### src/hw/rss_pkg.sv
// Constants, register map and carrier types of the reset source sequencer.
// Assumes one 125 MHz clock that stands for both the input and reference
// clocks; all figures below are counts of that clock.
package rss_pkg;

   localparam logic [7:0] OFF_CTRL    = 8'h00;
   localparam logic [7:0] OFF_STAT    = 8'h04;
   localparam logic [7:0] OFF_SRC     = 8'h08;
   localparam logic [7:0] OFF_CFG_DSI = 8'h0C;
   localparam logic [7:0] OFF_CFG_SYS = 8'h10;

   localparam int CTRL_BMON_EN = 0;
   localparam int CTRL_RDF2    = 1;
   localparam logic [1:0] CTRL_RST = 2'h0;

   localparam int SRC_POR  = 0;
   localparam int SRC_HEXT = 1;
   localparam int SRC_WDOG = 2;
   localparam int SRC_BMON = 3;
   localparam int SRC_SEXT = 4;
   localparam int SRC_TAP  = 5;

   localparam int IPOR_CYC     = 1024;
   localparam int LOCK_REF_CYC = 6400;
   localparam int HRST_CYC     = 512;
   localparam int SRST_CYC     = 515;
   localparam int SOFT_CYC     = 3;

   // Built-in word for configuration slaves; the value is arbitrary.
   localparam logic [31:0] CFG_DEFAULT = 32'h0000_0000;
   localparam logic [31:0] CFG_RST     = 32'h0000_0000;

   typedef struct packed {
      logic       config_mode_select;
      logic       config_role_select;
      logic       host_if_sync_select;
      logic       host_if_wide_select;
      logic [3:0] chip_identifier;
      logic [2:0] boot_mode;
      logic       watchdog_enable_strap;
      logic [1:0] clock_mode_strap;
   } rss_strap_t;

   typedef struct packed {
      logic peripheral_bus;
      logic cores;
      logic multicore_bus;
      logic system_interface_unit;
      logic system_pll;
   } rss_domain_t;

   typedef struct packed {
      logic        psel;
      logic        penable;
      logic        pwrite;
      logic [7:0]  paddr;
      logic [31:0] pwdata;
   } rss_apb_t;

   typedef enum logic [6:0] {
      S_POR  = 7'b000_0001,
      S_IPOR = 7'b000_0010,
      S_PLL  = 7'b000_0100,
      S_HRST = 7'b000_1000,
      S_SRST = 7'b001_0000,
      S_SOFT = 7'b010_0000,
      S_RUN  = 7'b100_0000
   } rss_state_t;

endpackage

### src/hw/rss_sequencer.sv
// Reset source sequencer: collects reset requests, sequences release and
// holds the captured straps and the reset configuration word.
// Assumes board pins arrive asynchronously and watchdog, bus-monitor and
// boundary-scan requests come as one-cycle pulses on clk.
//
// Overview of operation
// - Power-on alone samples straps, resets PLL, DSI write
// - Power-on and hard: drive hard pin, reset SYSTEM_INTERFACE_UNIT
// - Every source resets peripherals, cores, multicore bus
// - Internal power-on stays 1024 cycles after release
// - PLL locks 6400 reference cycles later, 12800 with RDF2 set
// - Hard output released 512 cycles after lock
// - Soft output released 515 cycles after lock
// - Fourteen straps captured at power-on release
// - Config word written by DSI or system bus
// - Slave role, nothing written: apply default word
// - External soft request seen only when idle
// - Soft reset asserted whenever hard reset is
// - Enabled watchdog or monitor expiry starts hard reset
//
// Decided for this implementation: the register addresses and register access over APB.
`timescale 1ns/1ps
module rss_sequencer #(
   parameter int LOCK_REF = rss_pkg::LOCK_REF_CYC
) (
   input  wire logic               clk,
   input  wire logic               srst,
   input  wire logic               power_on_reset_n,
   input  wire logic               hard_reset_n_in,
   output      logic               hard_reset_n_out,
   output      logic               hard_reset_n_oe,
   input  wire logic               soft_reset_n_in,
   output      logic               soft_reset_n_out,
   output      logic               soft_reset_n_oe,
   input  wire rss_pkg::rss_strap_t strap,
   input  wire logic               watchdog_expired,
   input  wire logic               bus_monitor_expired,
   input  wire logic               tap_soft_cmd,
   input  wire logic               tap_drive_soft,
   input  wire rss_pkg::rss_apb_t   apb,
   output      logic [31:0]        prdata,
   output      logic               pready,
   output      logic               pslverr,
   output      rss_pkg::rss_domain_t domain_reset,
   output      rss_pkg::rss_strap_t  strap_q,
   output      logic [31:0]        config_word
);

   // Pin synchronisers; stage one feeds only stage two.
   logic               por_m, por_s, hrd_m, hrd_s, hrd_d;
   logic               sft_m, sft_s, sft_d;
   rss_pkg::rss_strap_t str_m, str_s;

   always_ff @(posedge clk) begin
      if (srst) begin
         por_m <= 1'b0;
         por_s <= 1'b0;
         hrd_m <= 1'b1;
         hrd_s <= 1'b1;
         hrd_d <= 1'b1;
         sft_m <= 1'b1;
         sft_s <= 1'b1;
         sft_d <= 1'b1;
      end else begin
         por_m <= power_on_reset_n;
         por_s <= por_m;
         hrd_m <= hard_reset_n_in;
         hrd_s <= hrd_m;
         hrd_d <= hrd_s;
         sft_m <= soft_reset_n_in;
         sft_s <= sft_m;
         sft_d <= sft_s;
      end
      str_m <= strap;
      str_s <= str_m;
   end

   rss_pkg::rss_state_t state, next_state;
   logic [13:0]         cnt, next_cnt, lock_cyc;
   logic                soft_drive, next_soft_drive;
   logic                bmon_en, next_bmon_en, rdf2, next_rdf2;
   logic [5:0]          src, next_src;
   logic                kind_por, next_kind_por;
   logic                kind_hard, next_kind_hard;
   logic                cfg_wr, next_cfg_wr;
   logic [31:0]         next_config_word, next_prdata;
   rss_pkg::rss_strap_t next_strap_q;
   rss_pkg::rss_domain_t next_domain;
   logic                idle, hard_evt, soft_evt, tap_evt;
   logic                wr, rd, wr_dsi, wr_sys;

   assign idle     = state == rss_pkg::S_RUN;
   assign lock_cyc = rdf2 ? 14'(2 * LOCK_REF) : 14'(LOCK_REF);
   assign hard_evt = (idle || state == rss_pkg::S_SOFT)
                     && ((hrd_d && !hrd_s)
                         || (watchdog_expired
                             && strap_q.watchdog_enable_strap)
                         || (bus_monitor_expired && bmon_en));
   assign soft_evt = idle && sft_d && !sft_s;
   assign tap_evt  = idle && tap_soft_cmd;

   // Sequencer.
   always_comb begin
      next_state      = state;
      next_cnt        = cnt + 14'd1;
      next_soft_drive = soft_drive;
      unique case (state)
         rss_pkg::S_POR: next_cnt = 14'd0;
         rss_pkg::S_IPOR:
            if (cnt == 14'(rss_pkg::IPOR_CYC - 1)) begin
               next_state = rss_pkg::S_PLL;
               next_cnt   = 14'd0;
            end
         rss_pkg::S_PLL:
            if (cnt == lock_cyc - 14'd1) begin
               next_state = rss_pkg::S_HRST;
               next_cnt   = 14'd0;
            end
         rss_pkg::S_HRST:
            if (cnt == 14'(rss_pkg::HRST_CYC - 1)) begin
               next_state = rss_pkg::S_SRST;
            end
         rss_pkg::S_SRST:
            if (cnt == 14'(rss_pkg::SRST_CYC - 1)) begin
               next_state = rss_pkg::S_RUN;
               next_cnt   = 14'd0;
            end
         rss_pkg::S_SOFT:
            if (cnt == 14'(rss_pkg::SOFT_CYC - 1)) begin
               next_state = rss_pkg::S_RUN;
            end
         rss_pkg::S_RUN: next_cnt = 14'd0;
         default: begin
            next_state = rss_pkg::S_POR;
            next_cnt   = 14'd0;
         end
      endcase
      if (hard_evt) begin
         next_state = rss_pkg::S_HRST;
         next_cnt   = 14'd0;
      end else if (soft_evt || tap_evt) begin
         next_state      = rss_pkg::S_SOFT;
         next_cnt        = 14'd0;
         next_soft_drive = soft_evt || tap_drive_soft;
      end
      if (state == rss_pkg::S_POR && por_s) begin
         next_state = rss_pkg::S_IPOR;
      end
      if (!por_s) begin
         next_state = rss_pkg::S_POR;
      end
   end

   // Reset domains follow the next state so the outputs are registered.
   always_comb begin
      next_domain.system_pll            = next_state == rss_pkg::S_POR
                                        || next_state == rss_pkg::S_IPOR;
      next_domain.system_interface_unit = next_domain.system_pll
                                        || next_state == rss_pkg::S_PLL
                                        || next_state == rss_pkg::S_HRST;
      next_domain.peripheral_bus        = next_state != rss_pkg::S_RUN;
      next_domain.cores                 = next_state != rss_pkg::S_RUN;
      next_domain.multicore_bus         = next_state != rss_pkg::S_RUN;
   end

   always_ff @(posedge clk) begin
      if (srst) begin
         state        <= rss_pkg::S_POR;
         cnt          <= 14'd0;
         soft_drive   <= 1'b0;
         domain_reset <= '1;
      end else begin
         state        <= next_state;
         cnt          <= next_cnt;
         soft_drive   <= next_soft_drive;
         domain_reset <= next_domain;
      end
   end

   // Open-drain pins only ever pull low.
   assign hard_reset_n_out = 1'b0;
   assign soft_reset_n_out = 1'b0;
   assign hard_reset_n_oe  = domain_reset.system_interface_unit;
   assign soft_reset_n_oe  = hard_reset_n_oe
                             || state == rss_pkg::S_SRST
                             || (state == rss_pkg::S_SOFT && soft_drive);

   // Register bus and configuration state.
   assign wr     = apb.psel && apb.penable && apb.pwrite;
   assign rd     = apb.psel && !apb.penable && !apb.pwrite;
   assign wr_dsi = wr && apb.paddr == rss_pkg::OFF_CFG_DSI
                   && kind_por && !idle;
   assign wr_sys = wr && apb.paddr == rss_pkg::OFF_CFG_SYS
                   && kind_hard && !idle;
   assign pready = 1'b1;
   always_comb begin
      unique case (apb.paddr)
         rss_pkg::OFF_CTRL, rss_pkg::OFF_STAT, rss_pkg::OFF_SRC,
         rss_pkg::OFF_CFG_DSI, rss_pkg::OFF_CFG_SYS: pslverr = 1'b0;
         default: pslverr = apb.psel && apb.penable;
      endcase
   end

   always_comb begin
      next_bmon_en     = bmon_en;
      next_rdf2        = rdf2;
      next_src         = src;
      next_kind_por    = kind_por;
      next_kind_hard   = kind_hard;
      next_cfg_wr      = cfg_wr;
      next_config_word = config_word;
      next_strap_q     = strap_q;
      next_prdata      = prdata;
      if (wr && apb.paddr == rss_pkg::OFF_CTRL) begin
         next_bmon_en = apb.pwdata[rss_pkg::CTRL_BMON_EN];
         next_rdf2    = apb.pwdata[rss_pkg::CTRL_RDF2];
      end
      // Clear first so that a same-cycle event still sets its bit.
      if (wr && apb.paddr == rss_pkg::OFF_SRC) begin
         next_src = src & ~apb.pwdata[5:0];
      end
      if (wr_dsi || wr_sys) begin
         next_config_word = apb.pwdata;
         next_cfg_wr      = 1'b1;
      end
      if (state == rss_pkg::S_HRST
          && next_state == rss_pkg::S_SRST
          && strap_q.config_role_select && !cfg_wr) begin
         next_config_word = rss_pkg::CFG_DEFAULT;
      end
      if (hard_evt) begin
         next_kind_hard = 1'b1;
         next_cfg_wr    = 1'b0;
         next_src[rss_pkg::SRC_HEXT] = next_src[rss_pkg::SRC_HEXT]
                                       | (hrd_d && !hrd_s);
         next_src[rss_pkg::SRC_WDOG] = next_src[rss_pkg::SRC_WDOG]
                                       | watchdog_expired;
         next_src[rss_pkg::SRC_BMON] = next_src[rss_pkg::SRC_BMON]
                                       | bus_monitor_expired;
      end else begin
         next_src[rss_pkg::SRC_SEXT] = next_src[rss_pkg::SRC_SEXT]
                                       | soft_evt;
         next_src[rss_pkg::SRC_TAP]  = next_src[rss_pkg::SRC_TAP]
                                       | (tap_evt && !soft_evt);
      end
      if (state == rss_pkg::S_POR) begin
         next_kind_por  = 1'b1;
         next_kind_hard = 1'b1;
         next_cfg_wr    = 1'b0;
         if (por_s) begin
            next_strap_q = str_s;
            next_src[rss_pkg::SRC_POR] = 1'b1;
         end
      end
      if (next_state == rss_pkg::S_RUN) begin
         next_kind_por  = 1'b0;
         next_kind_hard = 1'b0;
      end
      if (rd) begin
         unique case (apb.paddr)
            rss_pkg::OFF_CTRL:    next_prdata = {30'h0, rdf2, bmon_en};
            rss_pkg::OFF_STAT:    next_prdata = {11'h0, state, strap_q};
            rss_pkg::OFF_SRC:     next_prdata = {26'h0, src};
            rss_pkg::OFF_CFG_DSI,
            rss_pkg::OFF_CFG_SYS: next_prdata = config_word;
            default:              next_prdata = 32'h0000_0000;
         endcase
      end
   end

   always_ff @(posedge clk) begin
      if (srst) begin
         bmon_en     <= rss_pkg::CTRL_RST[rss_pkg::CTRL_BMON_EN];
         rdf2        <= rss_pkg::CTRL_RST[rss_pkg::CTRL_RDF2];
         src         <= 6'h00;
         kind_por    <= 1'b1;
         kind_hard   <= 1'b1;
         cfg_wr      <= 1'b0;
         config_word <= rss_pkg::CFG_RST;
         strap_q     <= '0;
         prdata      <= 32'h0000_0000;
      end else begin
         bmon_en     <= next_bmon_en;
         rdf2        <= next_rdf2;
         src         <= next_src;
         kind_por    <= next_kind_por;
         kind_hard   <= next_kind_hard;
         cfg_wr      <= next_cfg_wr;
         config_word <= next_config_word;
         strap_q     <= next_strap_q;
         prdata      <= next_prdata;
      end
   end

   chk_soft_with_hard: assert property (@(posedge clk) disable iff (srst)
      hard_reset_n_oe |-> soft_reset_n_oe)
      else $error("hard reset driven without soft reset");
   chk_ipor_release: assert property (@(posedge clk) disable iff (srst)
      state == rss_pkg::S_IPOR && cnt == 14'(rss_pkg::IPOR_CYC - 1) && por_s
      |=> state == rss_pkg::S_PLL ##1 domain_reset.system_pll == 1'b0)
      else $error("internal power-on not released after 1024 cycles");
   chk_pll_lock: assert property (@(posedge clk) disable iff (srst)
      state == rss_pkg::S_PLL && cnt < lock_cyc - 14'd1 && por_s
      |=> state == rss_pkg::S_PLL)
      else $error("lock step left early");
   chk_hard_release: assert property (@(posedge clk) disable iff (srst)
      state == rss_pkg::S_HRST && cnt == 14'(rss_pkg::HRST_CYC - 1) && por_s
      |=> !hard_reset_n_oe && soft_reset_n_oe)
      else $error("hard reset not released at 512");
   chk_soft_release: assert property (@(posedge clk) disable iff (srst)
      state == rss_pkg::S_SRST && por_s && !hard_evt
      ##1 state == rss_pkg::S_SRST ##1 state == rss_pkg::S_SRST
      |=> !soft_reset_n_oe && cnt == 14'd0)
      else $error("soft reset not released three cycles after hard");
   chk_strap_capture: assert property (@(posedge clk) disable iff (srst)
      state == rss_pkg::S_POR && por_s |=> strap_q == $past(str_s))
      else $error("straps not captured at power-on release");
   chk_dsi_gate: assert property (@(posedge clk) disable iff (srst)
      wr && apb.paddr == rss_pkg::OFF_CFG_DSI && !kind_por
      |=> config_word == $past(config_word))
      else $error("DSI configuration write outside power-on");
   chk_soft_scope: assert property (@(posedge clk) disable iff (srst)
      state == rss_pkg::S_SOFT |-> !domain_reset.system_interface_unit
      && !domain_reset.system_pll && domain_reset.cores)
      else $error("soft reset touched hard-only domains");
   chk_watchdog: assert property (@(posedge clk) disable iff (srst)
      idle && watchdog_expired && strap_q.watchdog_enable_strap && por_s
      |=> state == rss_pkg::S_HRST ##1 hard_reset_n_oe)
      else $error("watchdog expiry did not start hard reset");
   chk_ext_soft: assert property (@(posedge clk) disable iff (srst)
      !idle && state != rss_pkg::S_SOFT |=> state != rss_pkg::S_SOFT)
      else $error("soft request taken while asserting reset");

endmodule // rss_sequencer

### config.mk
export PLATFORM = sky130hd
export DESIGN_NAME = rss_sequencer
export DESIGN_NICKNAME = d
export VERILOG_FILES = /design/src/hw/rss_pkg.sv /design/src/hw/rss_sequencer.sv
export SDC_FILE = /design/constraint.sdc
export NUM_CORES = 1
export LEC_CHECK = 0
export ABC_AREA = 1
export BUFFER_PORTS_ARGS = -buffer_cell sky130_fd_sc_hd__buf_4
export CAP_MARGIN = 15
export CORE_AREA = 5 5 108 161
export CTS_BUF_LIST = sky130_fd_sc_hd__clkbuf_16
export DETAILED_ROUTE_END_ITERATION = 16
export DIE_AREA = 0 0 113 166
export GPL_TIMING_DRIVEN = 1
export SLEW_MARGIN = 20
export SYNTH_ARGS = -nofsm -noshare
export SYNTH_HDL_FRONTEND = slang
export SYNTH_SLANG_ARGS = --single-unit
export TNS_END_PERCENT = 20
### constraint.sdc
create_clock -name clk -period 2.2 [get_ports clk]
set_input_delay 0.22 -clock clk [delete_from_list [all_inputs] [get_ports clk]]
set_output_delay 0.22 -clock clk [all_outputs]
set_load 0.03 [all_outputs]
==> results_dict.tcl <==
set metrics [dict create \
    outcome "completed" \
    fp.dieArea_mm2 0.0188 \
    cpLargestDelayFamily "simple AND/OR/NAND/NOR gates" \
    tightestPinTransition_ps 760 \
    cts_hold_buffers 17 \
    cp_common_cell "nand2_1" \
    slew_viol_final 0 \
    antenna_cells 0 \
    finalCriticalPeriod_ps 1970 \
    postPlaceCellArea_mm2 0.00750 \
    dp_hpwl_mm 12.8 \
    via_count 5818 \
    crit_buf_inv 3 \
    endpoint_kind "flop" \
    r2r_cells 9 \
    dp.cells 1187 \
    crit_fanout 17 \
    syn_to_final_growth_pct 33.9 \
    finalInstanceArea_mm2 0.00828 \
    slew_headroom 0.492 \
    final_common_cell "nand2_1" \
    cts_tree "done" \
    timing.rr.end "strap_q[4]" \
    routed_via_density 4.71 \
    min_to "soft_drive" \
    ys_seq_area_frac 0.485 \
    drive_gt1_frac 0.231 \
    num_rows 57 \
    final_nets 1085 \
    wl_per_cell_um 14.4 \
    hold_viol_final 0 \
    peakVddDrop_mv 0.458 \
    path_clk_slew_ps 60 \
    ant_nets 0 \
    leakage_nw 3.77 \
    cpMaxStageDelayCell "nand2_1" \
    yosysWarningCount 0 \
    insertion_delay_ps 430 \
    gp_congestion 0.897 \
    r2r-start "state[2]" \
    synth_area_mm2 0.00619 \
    grt_pass1_wl_mm 28.9 \
    finalCritPeriodShare 0.896 \
    syn_inst 852 \
    die_w_um 113 \
    overflow 0 \
    cts_buffers 17 \
    critical_path_class "flop to flop" \
    syn_area_per_cell_um2 7.26 \
    grt_usage 0.193 \
    drc 0 \
    rsz0062_at_grt "false" \
    drt_first_pass_iters 5 \
    power.density_mw_per_mm2 742 \
    hold_start "tap_drive_soft" \
    critPathLaunchType "flop" \
    finClkSkew_ps 12.4 \
    die_h_um 166 \
    cp.required_ps 2480 \
    cp_cell_sequence "inv_1, nand2_1, nor2_1, nand2_1, inv_2, nand2_1, buf_4, nand2_1, a21oi_1" \
    critPathArrivalTime_ps 2260 \
    setup_violations 0 \
    hold_path.class "input port to flop" \
    cts_resized 0 \
    clock_sinks 150 \
    mostFrequentLayoutCells "237 x nand2_1, 166 x buf_4, 150 x dfxtp_1, 98 x inv_1, 82 x nand3_1" \
    start_util 0.389 \
    io_pins 155 \
    worstSetupPathDepth 9 \
    grt_pass1_vias 5770 \
    grt_antenna_before_repair 0 \
    hold_depth 3 \
    synth_cell_types 32 \
    grt_start_max_net_pins 49 \
    cap_violations 0 \
    critical_path.max_stage_delay_ps 390 \
    core-area_mm2 0.0159 \
    ys_ff_latch 150 \
    postCtsSetupBuffers 0 \
    h-tree-depth 4 \
    layout.cells.non_filler 1236 \
    drtIter0Drc 221 \
    fin_setup_tns_ps 0 \
    io_buffers 151 \
    max_freq_ghz 0.507 \
    wirelength_mm 17.8 \
    reg2reg_slack_ps 230 \
    cts.path.max_buffers 2 \
    cts-root-buf "clkbuf_16" \
]
[worst reg2reg max path, cell delays in order (launching register included)]
cell     delay (ps)
dfxtp_1         350
inv_1           150
nand2_1          70
nor2_1          120
nand2_1         130
inv_2           190
nand2_1         390
buf_4           320
nand2_1          60
a21oi_1          60
[where the power goes]
part	switching (W)	internal, W
sequential	0.0000232	0.00277
combinational	0.000207	0.000159
clock	0.00126	0.00172
[state kept, by name, indices dropped and copies added (netlist names), 2 cells and up]
register / flops
state: 7
src: 6
prdata: 32
strap_q: 14
str_m: 14
domain_reset: 2
config_word: 32
cnt: 14
str_s: 14
[area by class of cell]
class | instances | area [um2]
flip-flops and latches | 150 | 3000
inverters | 101 | 380
clock inverters | 15 | 186
repair buffers | 184 | 1440
fillers | 1586 | 7620
multi-input cells | 563 | 2590
clock buffers | 17 | 425
well taps | 206 | 258
[metrics by stage]
stage | utilization | hold slack, ps | setup WS, ps | power, W
6_report | 0.521 | 65.5 | 229 | 0.00614
5_1_grt | 0.521 | 81.9 | 48.5 | 0.00634
4_1_cts | 0.521 | 53.8 | 224 | 0.00621
3_5_place_dp | 0.472 | 313 | 242 | 0.00320
3_3_place_gp | 0.472 | 310 | 212 | 0.00320
2_1_floorplan | - | 248 | 580 | 0.00302
[synthesized netlist by cell type, drive strengths merged]
cell,count,share of area
clkinv,1,0.00081
or2,6,0.0061
inv,100,0.061
nor2,93,0.063
nor4,1,0.0010
nand2,246,0.15
nor3,8,0.0065
o211ai,1,0.0012
o21ai,42,0.036
nand4,6,0.0085
a21oi,60,0.050
conb,2,0.0012
clkbuf,16,0.0097
a21boi,1,0.0012
xnor2,2,0.0028
ha,2,0.0040
dfxtp,150,0.49
buf,23,0.026
xor2,9,0.013
nand3,83,0.068
[layer usage]
layer	GRT usage	vias to the layer above	wire (um)
li1	-	2989	-
met1	0.209	2664	6850
met2	0.356	138	9600
met3	0.0507	27	974
met4	0.0696	0	406
met5	0	-	0
[cell families (layout without fill, tap and decap cells)]
group,after synthesis,after routing,synth area share
adder cells (fa/ha/maj),2,2,0.00404
AO/OA/AOI/OAI,104,104,0.0892
AND/OR/NAND/NOR,443,443,0.307
buffers and inverters,140,317,0.0973
other,2,3,0.00121
XOR/XNOR,11,11,0.0156
flip-flops,150,150,0.485
[worst max path at each step]
stage                       to  slack, ps      from
detailed placement  strap_q[2]        240  state[2]
finish              strap_q[4]        230  state[2]
CTS                 strap_q[4]        220  state[2]
global route        strap_q[4]         50  state[2]
global placement    strap_q[3]        210  state[2]
floorplan              pslverr        580   apb[35]
No activity file was read; power rests on OpenSTA's default activity.
